`src/core/vec_pkg.sv`:
```
// package: vector offsets, register layout and timing counts for the vector address generator
package vec_pkg;
	localparam int unsigned PCLK_HZ = 125000000;
	localparam int ADDR_W = 12;
	localparam int NUM_SRC = 18;
	localparam logic [11:0] RESET_ADDR_APP = 12'h000;
	localparam logic [11:0] TABLE_FIRST_OFS = 12'h001;
	localparam logic [11:0] OFS_EXT_ZERO = 12'h001;
	localparam logic [11:0] OFS_EXT_ONE = 12'h002;
	localparam logic [11:0] OFS_T2_COMP = 12'h003;
	localparam logic [11:0] OFS_T2_OVF = 12'h004;
	localparam logic [11:0] OFS_T1_CAPT = 12'h005;
	localparam logic [11:0] OFS_T1_COMPA = 12'h006;
	localparam logic [11:0] OFS_T1_COMPB = 12'h007;
	localparam logic [11:0] OFS_T1_OVF = 12'h008;
	localparam logic [11:0] OFS_T0_OVF = 12'h009;
	localparam logic [11:0] OFS_SPI_DONE = 12'h00A;
	localparam logic [11:0] OFS_RX_DONE = 12'h00B;
	localparam logic [11:0] OFS_TX_EMPTY = 12'h00C;
	localparam logic [11:0] OFS_TX_DONE = 12'h00D;
	localparam logic [11:0] OFS_CONV_DONE = 12'h00E;
	localparam logic [11:0] OFS_EEPROM_RDY = 12'h00F;
	localparam logic [11:0] OFS_COMPARATOR = 12'h010;
	localparam logic [11:0] OFS_TWO_WIRE = 12'h011;
	localparam logic [11:0] OFS_STORE_RDY = 12'h012;
	localparam logic FUSE_UNPROGRAMMED = 1'b1;
	// timed change window, in cycles
	localparam logic [2:0] CHANGE_WINDOW_CYC = 3'h4;
	// register map (byte addresses)
	localparam logic [11:0] REG_IRQ_CTRL = 12'h000;
	localparam logic [11:0] REG_STATUS = 12'h004;
	localparam logic [11:0] REG_PENDING = 12'h008;
	localparam int CTRL_CHG_BIT = 0;
	localparam int CTRL_SEL_BIT = 1;
	localparam logic [31:0] CTRL_RESET = 32'h0000_0000;
	typedef struct packed {
		logic [11:0] addr;
		logic [4:0] number;
		logic valid;
	} vec_req_t;
	typedef enum logic [1:0] {
		ST_IDLE = 2'b00,
		ST_ARMED = 2'b01,
		ST_HOLD = 2'b10
	} chg_state_t;
endpackage : vec_pkg

```
`src/core/vec_addr_gen.sv`:
```
// reset and interrupt vector address generator with timed table-select change
//
// The address map and the APB slave port are this design's own decisions.
`timescale 1ns/10ps
`default_nettype none
module vec_addr_gen (
	input wire logic pclk,
	input wire logic presetn,
	input wire logic [31:0] paddr,
	input wire logic psel,
	input wire logic penable,
	input wire logic pwrite,
	input wire logic [31:0] pwdata,
	output logic [31:0] prdata,
	output logic pready,
	output logic pslverr,
	input wire logic boot_reset_select_fuse,
	input wire logic [vec_pkg::ADDR_W-1:0] boot_start_addr,
	input wire logic [vec_pkg::NUM_SRC-1:0] irq_request,
	input wire logic [vec_pkg::NUM_SRC-1:0] irq_enable,
	input wire logic global_irq_flag,
	input wire logic fetch_reset,
	input wire logic irq_take,
	input wire logic instr_done,
	output logic [vec_pkg::ADDR_W-1:0] fetch_addr,
	output logic fetch_valid,
	output logic [4:0] vector_number,
	output logic irq_pending,
	output logic irq_blocked
);
	import vec_pkg::*;

	// apb decode, shared by write and read paths
	function automatic logic is_reg(input logic [31:0] a, input logic [11:0] ofs);
		is_reg = (a[31:12] == 20'h00000) && (a[11:0] == ofs);
	endfunction : is_reg

	logic vector_table_select_r;
	logic vector_change_enable_r;
	logic [2:0] chg_count_r;
	chg_state_t chg_state_r;
	logic block_after_r;
	logic irq_blocked_r;
	logic [ADDR_W-1:0] fetch_addr_r;
	logic fetch_valid_r;
	logic [4:0] vector_number_r;
	logic irq_pending_r;
	logic [31:0] prdata_r;
	logic pready_r;
	logic pslverr_r;
	logic boot_mode_r;

	logic access;
	logic ctrl_wr;
	logic wr_chg;
	logic wr_sel_phase;
	logic mapped;
	logic enc_found;
	logic [4:0] enc_index;
	logic [11:0] enc_offset;
	logic [ADDR_W-1:0] table_base;
	logic [ADDR_W-1:0] reset_addr;
	logic block_nxt;

	// transfers complete in their first access cycle, no wait states; a write lands
	// at the edge where the master samples pready high, never in the setup cycle
	assign access = psel && penable && pready_r;
	assign mapped = is_reg(paddr, REG_IRQ_CTRL) || is_reg(paddr, REG_STATUS) || is_reg(paddr, REG_PENDING);
	assign ctrl_wr = access && pwrite && is_reg(paddr, REG_IRQ_CTRL);
	assign wr_chg = ctrl_wr && pwdata[CTRL_CHG_BIT];
	// a write with change enable clear while armed is the select write
	assign wr_sel_phase = ctrl_wr && !pwdata[CTRL_CHG_BIT] && vector_change_enable_r;

	vec_encoder u_enc (
		.pending(irq_request & irq_enable),
		.found(enc_found),
		.index(enc_index),
		.offset(enc_offset)
	);

	// reset vector from the fuse alone; table base from the select bit alone
	assign reset_addr = (boot_mode_r) ? boot_start_addr : RESET_ADDR_APP;
	assign table_base = vector_table_select_r ? boot_start_addr : 12'h000;

	// fuse is caught by a clocked process after reset release, never in the async branch
	always_ff @(posedge pclk or negedge presetn) begin
		if (!presetn) begin
			boot_mode_r <= 1'b0;
		end else begin
			boot_mode_r <= (boot_reset_select_fuse != FUSE_UNPROGRAMMED);
		end
	end

	// apb handshake and error on unmapped addresses
	always_ff @(posedge pclk or negedge presetn) begin
		if (!presetn) begin
			pready_r <= 1'b0;
			pslverr_r <= 1'b0;
		end else begin
			pready_r <= psel && !pready_r;
			pslverr_r <= psel && !pready_r && !mapped;
		end
	end

	// read data is registered so it stands with pready
	always_ff @(posedge pclk or negedge presetn) begin
		if (!presetn) begin
			prdata_r <= 32'h0000_0000;
		end else if (psel && !pready_r && !pwrite) begin
			if (is_reg(paddr, REG_IRQ_CTRL)) begin
				prdata_r <= {30'h0000_0000, vector_table_select_r, vector_change_enable_r};
			end else if (is_reg(paddr, REG_STATUS)) begin
				prdata_r <= {24'h00_0000, 1'b0, boot_mode_r, irq_blocked_r, enc_index};
			end else if (is_reg(paddr, REG_PENDING)) begin
				prdata_r <= {14'h0000, irq_request & irq_enable};
			end else begin
				prdata_r <= 32'h0000_0000;
			end
		end
	end

	// change-enable window: armed by a write with the bit set, closed after four cycles
	always_ff @(posedge pclk or negedge presetn) begin
		if (!presetn) begin
			vector_change_enable_r <= CTRL_RESET[CTRL_CHG_BIT];
			chg_count_r <= 3'h0;
		end else if (wr_chg) begin
			vector_change_enable_r <= 1'b1;
			chg_count_r <= CHANGE_WINDOW_CYC;
		end else if (wr_sel_phase) begin
			vector_change_enable_r <= 1'b0;
			chg_count_r <= 3'h0;
		end else if (chg_count_r != 3'h0) begin
			chg_count_r <= chg_count_r - 3'h1;
			if (chg_count_r == 3'h1) begin
				vector_change_enable_r <= 1'b0;
			end
		end
	end

	// select bit moves only through the timed sequence; plain writes leave it alone
	always_ff @(posedge pclk or negedge presetn) begin
		if (!presetn) begin
			vector_table_select_r <= CTRL_RESET[CTRL_SEL_BIT];
		end else if (wr_sel_phase) begin
			vector_table_select_r <= pwdata[CTRL_SEL_BIT];
		end
	end

	// block state: armed until window ends or select written, then hold to next instruction
	always_ff @(posedge pclk or negedge presetn) begin
		if (!presetn) begin
			chg_state_r <= ST_IDLE;
		end else begin
			case (chg_state_r)
				ST_IDLE: begin
					if (wr_chg) begin
						chg_state_r <= ST_ARMED;
					end
				end
				ST_ARMED: begin
					if (wr_sel_phase) begin
						chg_state_r <= ST_HOLD;
					end else if (!wr_chg && chg_count_r == 3'h1) begin
						chg_state_r <= ST_IDLE;
					end
				end
				ST_HOLD: begin
					if (wr_chg) begin
						chg_state_r <= ST_ARMED;
					end else if (instr_done) begin
						chg_state_r <= ST_IDLE;
					end
				end
				default: begin
					chg_state_r <= ST_IDLE;
				end
			endcase
		end
	end

	// block covers the arming cycle itself and the whole sequence; global flag untouched
	assign block_nxt = wr_chg || (chg_state_r == ST_ARMED && !(chg_count_r == 3'h1 && !wr_sel_phase))
		|| (chg_state_r == ST_HOLD && !instr_done) || wr_sel_phase;

	always_ff @(posedge pclk or negedge presetn) begin
		if (!presetn) begin
			irq_blocked_r <= 1'b0;
			block_after_r <= 1'b0;
		end else begin
			irq_blocked_r <= block_nxt;
			block_after_r <= irq_blocked_r;
		end
	end

	// pending indicator for the core: enabled, globally allowed and not blocked
	always_ff @(posedge pclk or negedge presetn) begin
		if (!presetn) begin
			irq_pending_r <= 1'b0;
		end else begin
			irq_pending_r <= enc_found && global_irq_flag && !block_nxt;
		end
	end

	// fetch address: reset wins, otherwise a vector only when the core takes one
	always_ff @(posedge pclk or negedge presetn) begin
		if (!presetn) begin
			fetch_addr_r <= RESET_ADDR_APP;
			fetch_valid_r <= 1'b0;
			vector_number_r <= 5'h01;
		end else if (fetch_reset) begin
			fetch_addr_r <= reset_addr;
			fetch_valid_r <= 1'b1;
			vector_number_r <= 5'h01;
		end else if (irq_take && irq_pending_r && enc_found && !irq_blocked_r) begin
			fetch_addr_r <= table_base + enc_offset;
			fetch_valid_r <= 1'b1;
			vector_number_r <= enc_index + 5'h02;
		end else begin
			fetch_valid_r <= 1'b0;
		end
	end

	assign prdata = prdata_r;
	assign pready = pready_r;
	assign pslverr = pslverr_r;
	assign fetch_addr = fetch_addr_r;
	assign fetch_valid = fetch_valid_r;
	assign vector_number = vector_number_r;
	assign irq_pending = irq_pending_r;
	assign irq_blocked = irq_blocked_r;
endmodule : vec_addr_gen
`default_nettype wire

```
`src/core/vec_encoder.sv`:
```
// lowest-number priority encoder mapping pending sources to table offsets
`timescale 1ns/10ps
`default_nettype none
module vec_encoder (
	input wire logic [vec_pkg::NUM_SRC-1:0] pending,
	output logic found,
	output logic [4:0] index,
	output logic [11:0] offset
);
	import vec_pkg::*;
	// offset of a slot is its index plus one
	function automatic logic [11:0] slot_offset(input logic [4:0] i);
		slot_offset = TABLE_FIRST_OFS + {7'h00, i};
	endfunction : slot_offset
	logic [NUM_SRC-1:0] lower_hit;
	genvar g;
	// a source wins only when no lower-numbered one is pending
	assign lower_hit[0] = 1'b0;
	generate
		for (g = 1; g < NUM_SRC; g++) begin : g_chain
			assign lower_hit[g] = lower_hit[g-1] | pending[g-1];
		end
	endgenerate
	always_comb begin
		found = |pending;
		index = 5'h00;
		for (int k = 0; k < NUM_SRC; k++) begin
			if (pending[k] && !lower_hit[k]) begin
				index = 5'(k);
			end
		end
		offset = slot_offset(index);
	end
endmodule : vec_encoder
`default_nettype wire

```
`config.mk`:
```
export PLATFORM = sky130hd
export DESIGN_NAME = vec_addr_gen
export DESIGN_NICKNAME = d
export VERILOG_FILES = /design/src/core/vec_pkg.sv /design/src/core/vec_addr_gen.sv /design/src/core/vec_encoder.sv
export SDC_FILE = /design/constraint.sdc
export NUM_CORES = 1
export LEC_CHECK = 0
export BUFFER_PORTS_ARGS = -buffer_cell sky130_fd_sc_hd__buf_4
export CAP_MARGIN = 20
export CORE_UTILIZATION = 45
export DETAILED_ROUTE_END_ITERATION = 6
export PLACE_DENSITY_LB_ADDON = 0.1
export SLEW_MARGIN = 20
export SYNTH_ARGS = -nofsm -noshare
export SYNTH_HDL_FRONTEND = slang
export SYNTH_HIERARCHICAL = 1
export SYNTH_SLANG_ARGS = --single-unit
```
`constraint.sdc`:
```
create_clock -name pclk -period 2.8 [get_ports pclk]
set_input_delay 0.56 -clock pclk [delete_from_list [all_inputs] [get_ports pclk]]
set_output_delay 0.56 -clock pclk [all_outputs]
set_load 0.1 [all_outputs]
```
==> impl_metrics.tcl <==
set metrics [dict create \
    synthDistinctLibCells 70 \
    crit_type "primary input to flop" \
    grt_pass1_vias 3372 \
    finalHoldViolations 0 \
    synth_adder_area_share_pct 6.49 \
    antenna_cells 0 \
    maxCapViolCount 0 \
    ys_top_cells_by_area "dfrtp_1 (35%), nand2_1 (6.5%), ha_1 (5.9%)" \
    crit_fanout 4 \
    ys_seq_area_share_pct 35.4 \
    finalWirelength_mm 10.5 \
    fin_util_pct 74.4 \
    grt.overflow.total 0 \
    total_leakage_power_nw 2.67 \
    rows 31 \
    endpoint "fetch_addr[9]" \
    synthToLayoutAreaGrowth_pct 59.1 \
    cts_htree_levels 2 \
    clockBufferDepth 2 \
    r2r-end "fetch_addr[9]" \
    die_w_um 88.8 \
    rsz0062_at_grt "true" \
    core_area_um2 7250 \
    startpoint "irq_request[7]" \
    synth.largest_area_cell "dfrtp_1" \
    cts.clk_slew.worst_paths_ps 100 \
    die_y_um 88.8 \
    async_reset_ff_share_pct 100 \
    cts_made_buffers 5 \
    die-area_um2 7890 \
    final_area_um2 5400 \
    nets 722 \
    synth_edf_count 0 \
    ys.warnings.count 6 \
    ys_ff_latch 48 \
    gp_congestion 0.988 \
    instances_no_fill 683 \
    final.setup.tns_ps -2480 \
    maxSlewHeadroom_pct 57.8 \
    clockRootBuffer "clkbuf_8" \
    fin_skew_ps 7.74 \
    fmax_mhz 315 \
    synth_top_area_share_pct 34.7 \
    holdWs_ps 261 \
    cp.arrival_ps 3370 \
    period_share_pct 113 \
    start_util_pct 46.8 \
    syn_area_um2 3390 \
    ant_nets 0 \
    port_buffers 131 \
    drt_iter0_drc 131 \
    synth_xor_area_share_pct 3.10 \
    worst_pin_slew_ps 634 \
    antenna_found_initial 0 \
    maxSlewViolCount 0 \
    vdd_ir_drop_max_uv 285 \
    powerDensity_nw_per_um2 367 \
    worstHoldPathType "primary input to asynchronous set/reset pin" \
    fillers 532 \
    synthSimpleGateAreaFrac_pct 25.2 \
    cts_tree "done" \
    drive_gt1_share_pct 49.3 \
    synth_top_family_by_area "simple AND/OR/NAND/NOR gates" \
    clock_latency_ps 300 \
    avgSynthCellArea_um2 8.68 \
    reg2reg_depth 9 \
    final_common_cell "buf_4" \
    synthCells 391 \
    dpl.hpwl_mm 7.58 \
    layout_setup_ws_ps -373 \
    placed_area_um2 4880 \
    timing.rr.start "vector_table_select_r" \
    cts_hold_buf 0 \
    dp.cells 659 \
    endpoint_kind "flop" \
    regToRegSetupSlack_ps 570 \
    pre_cts_ws_ps -778 \
    remaining_drc_errors 0 \
    synthMuxAreaShare_pct 1.81 \
    status "complete, but fails checks" \
    yosys_most_used_dff "dfrtp_1" \
    layout_common_cells "buf_4 (186), nand2_1 (52), dfrtp_1 (47)" \
    grt_max_degree 49 \
    min_period_ps 3170 \
    finalSetupViolations 10 \
    critPathLaunchType "primary input" \
    grt_usage_pct 26.2 \
    synth-compound-area-share_pct 18.4 \
    report.power.total_mw 1.98 \
    violations "negative setup slack" \
    grt_pass1_wl_mm 15.8 \
    drtPass1Iterations 5 \
    vias 3531 \
    via_per_inst 5.17 \
    required_ps 3000 \
    numClockSinks 48 \
    wl_per_cell_um 15.3 \
    ioPinCount 176 \
]
==> Yosys cell counts, types with 3 or more instances <==
cell type  count
nand2_1       59
dfrtp_1       47
nor2_1        29
inv_1         27
o21ai_0       23
buf_4         21
a21oi_1       17
and2_1        16
ha_1          16
clkbuf_1       9
o21ai_2        9
nor4_1         8
xnor2_1        7
a211oi_1       5
a221o_1        5
mux2i_1        5
xor2_1         5
a32oi_1        4
nand2b_1       4
nand3_1        4
nor3_1         4
a31oi_1        3
nand4_1        3
nor4_2         3
o21a_1         3
==> worst min-delay path by stage <==
| stage | endpoint | slack, ps | depth (start not counted) |
|---|---|---|---|
| 2_1_floorplan | boot_mode_r | 260 | 0 |
| 3_3_place_gp | prdata[17] | 460 | 2 |
| 3_5_place_dp | prdata[11] | 470 | 2 |
| 4_1_cts | prdata[7] | 300 | 1 |
| 5_1_grt | prdata[7] | 300 | 1 |
| 6_report | prdata[7] | 260 | 1 |
==> cells by family (layout without fill, tap and decap cells) <==
logic type      count (synthesis)  after routing
compound gates                 90             90
xor+xnor                       12             12
fa+ha+maj                      17             17
buf+inv                        61            235
flops                          48             48
mux                             6              6
other cells                     2             21
simple gates                  155            155
==> state kept, by name, indices dropped and copies added, names as in the netlist <==
register,count
boot_mode_r,1
vector_table_select_r,1
pready,1
prdata,18
vector_number,5
irq_blocked,1
chg_count_r,3
fetch_addr,12
chg_state_r,2
vector_change_enable_r,1
pslverr,1
irq_pending,1
fetch_valid,1
==> worst max-delay path, cell delays in order <==
cell     delay (ps)
buf_8           100
nand2_8          70
inv_6            40
nor4_4          370
buf_4           170
and3_4          180
o21ai_2          70
o21a_2          160
ha_4            190
xor2_2          160
ha_4            310
inv_4            40
o21ai_4         170
a21oi_2         110
or3b_4          410
a31oi_4         160
o21ai_1          80
==> layer usage <==
layer  share of wire (%)  track usage [%]  wire (µm)  vias to the layer above
met5                   0                0          0                        -
met4                 1.8             6.30        184                        0
met3                 4.0             4.85        423                       14
met2                  51             46.1       5320                      109
met1                  43             33.2       4530                     1703
li1                    -                -          -                     1705
==> timing repair <==
| item | 4_1_cts | 5_1_grt |
|---|---|---|
| setup buffers | 12 | 6 |
| setup endpoints to repair | 9 | 10 |
| pin swaps | 21 | 31 |
| resized for setup | 20 | 47 |
==> power breakdown <==
group	switching, mW	internal, mW
combinational	0.510	0.292
sequential	0.0170	0.719
clock	0.246	0.198
==> area by class of cell <==
type / count / area (µm²) / area share, %
Sequential cell: 48 / 1200 / 22.3
Clock buffer: 6 / 82.6 / 1.53
Multi-Input combinational cell: 301 / 2300 / 42.6
Tap cell: 99 / 124 / 2.29
Clock inverter: 2 / 10.0 / 0.185
Inverter: 29 / 126 / 2.34
Timing Repair Buffer: 198 / 1550 / 28.8
No activity file was read; power rests on OpenSTA's default activity.
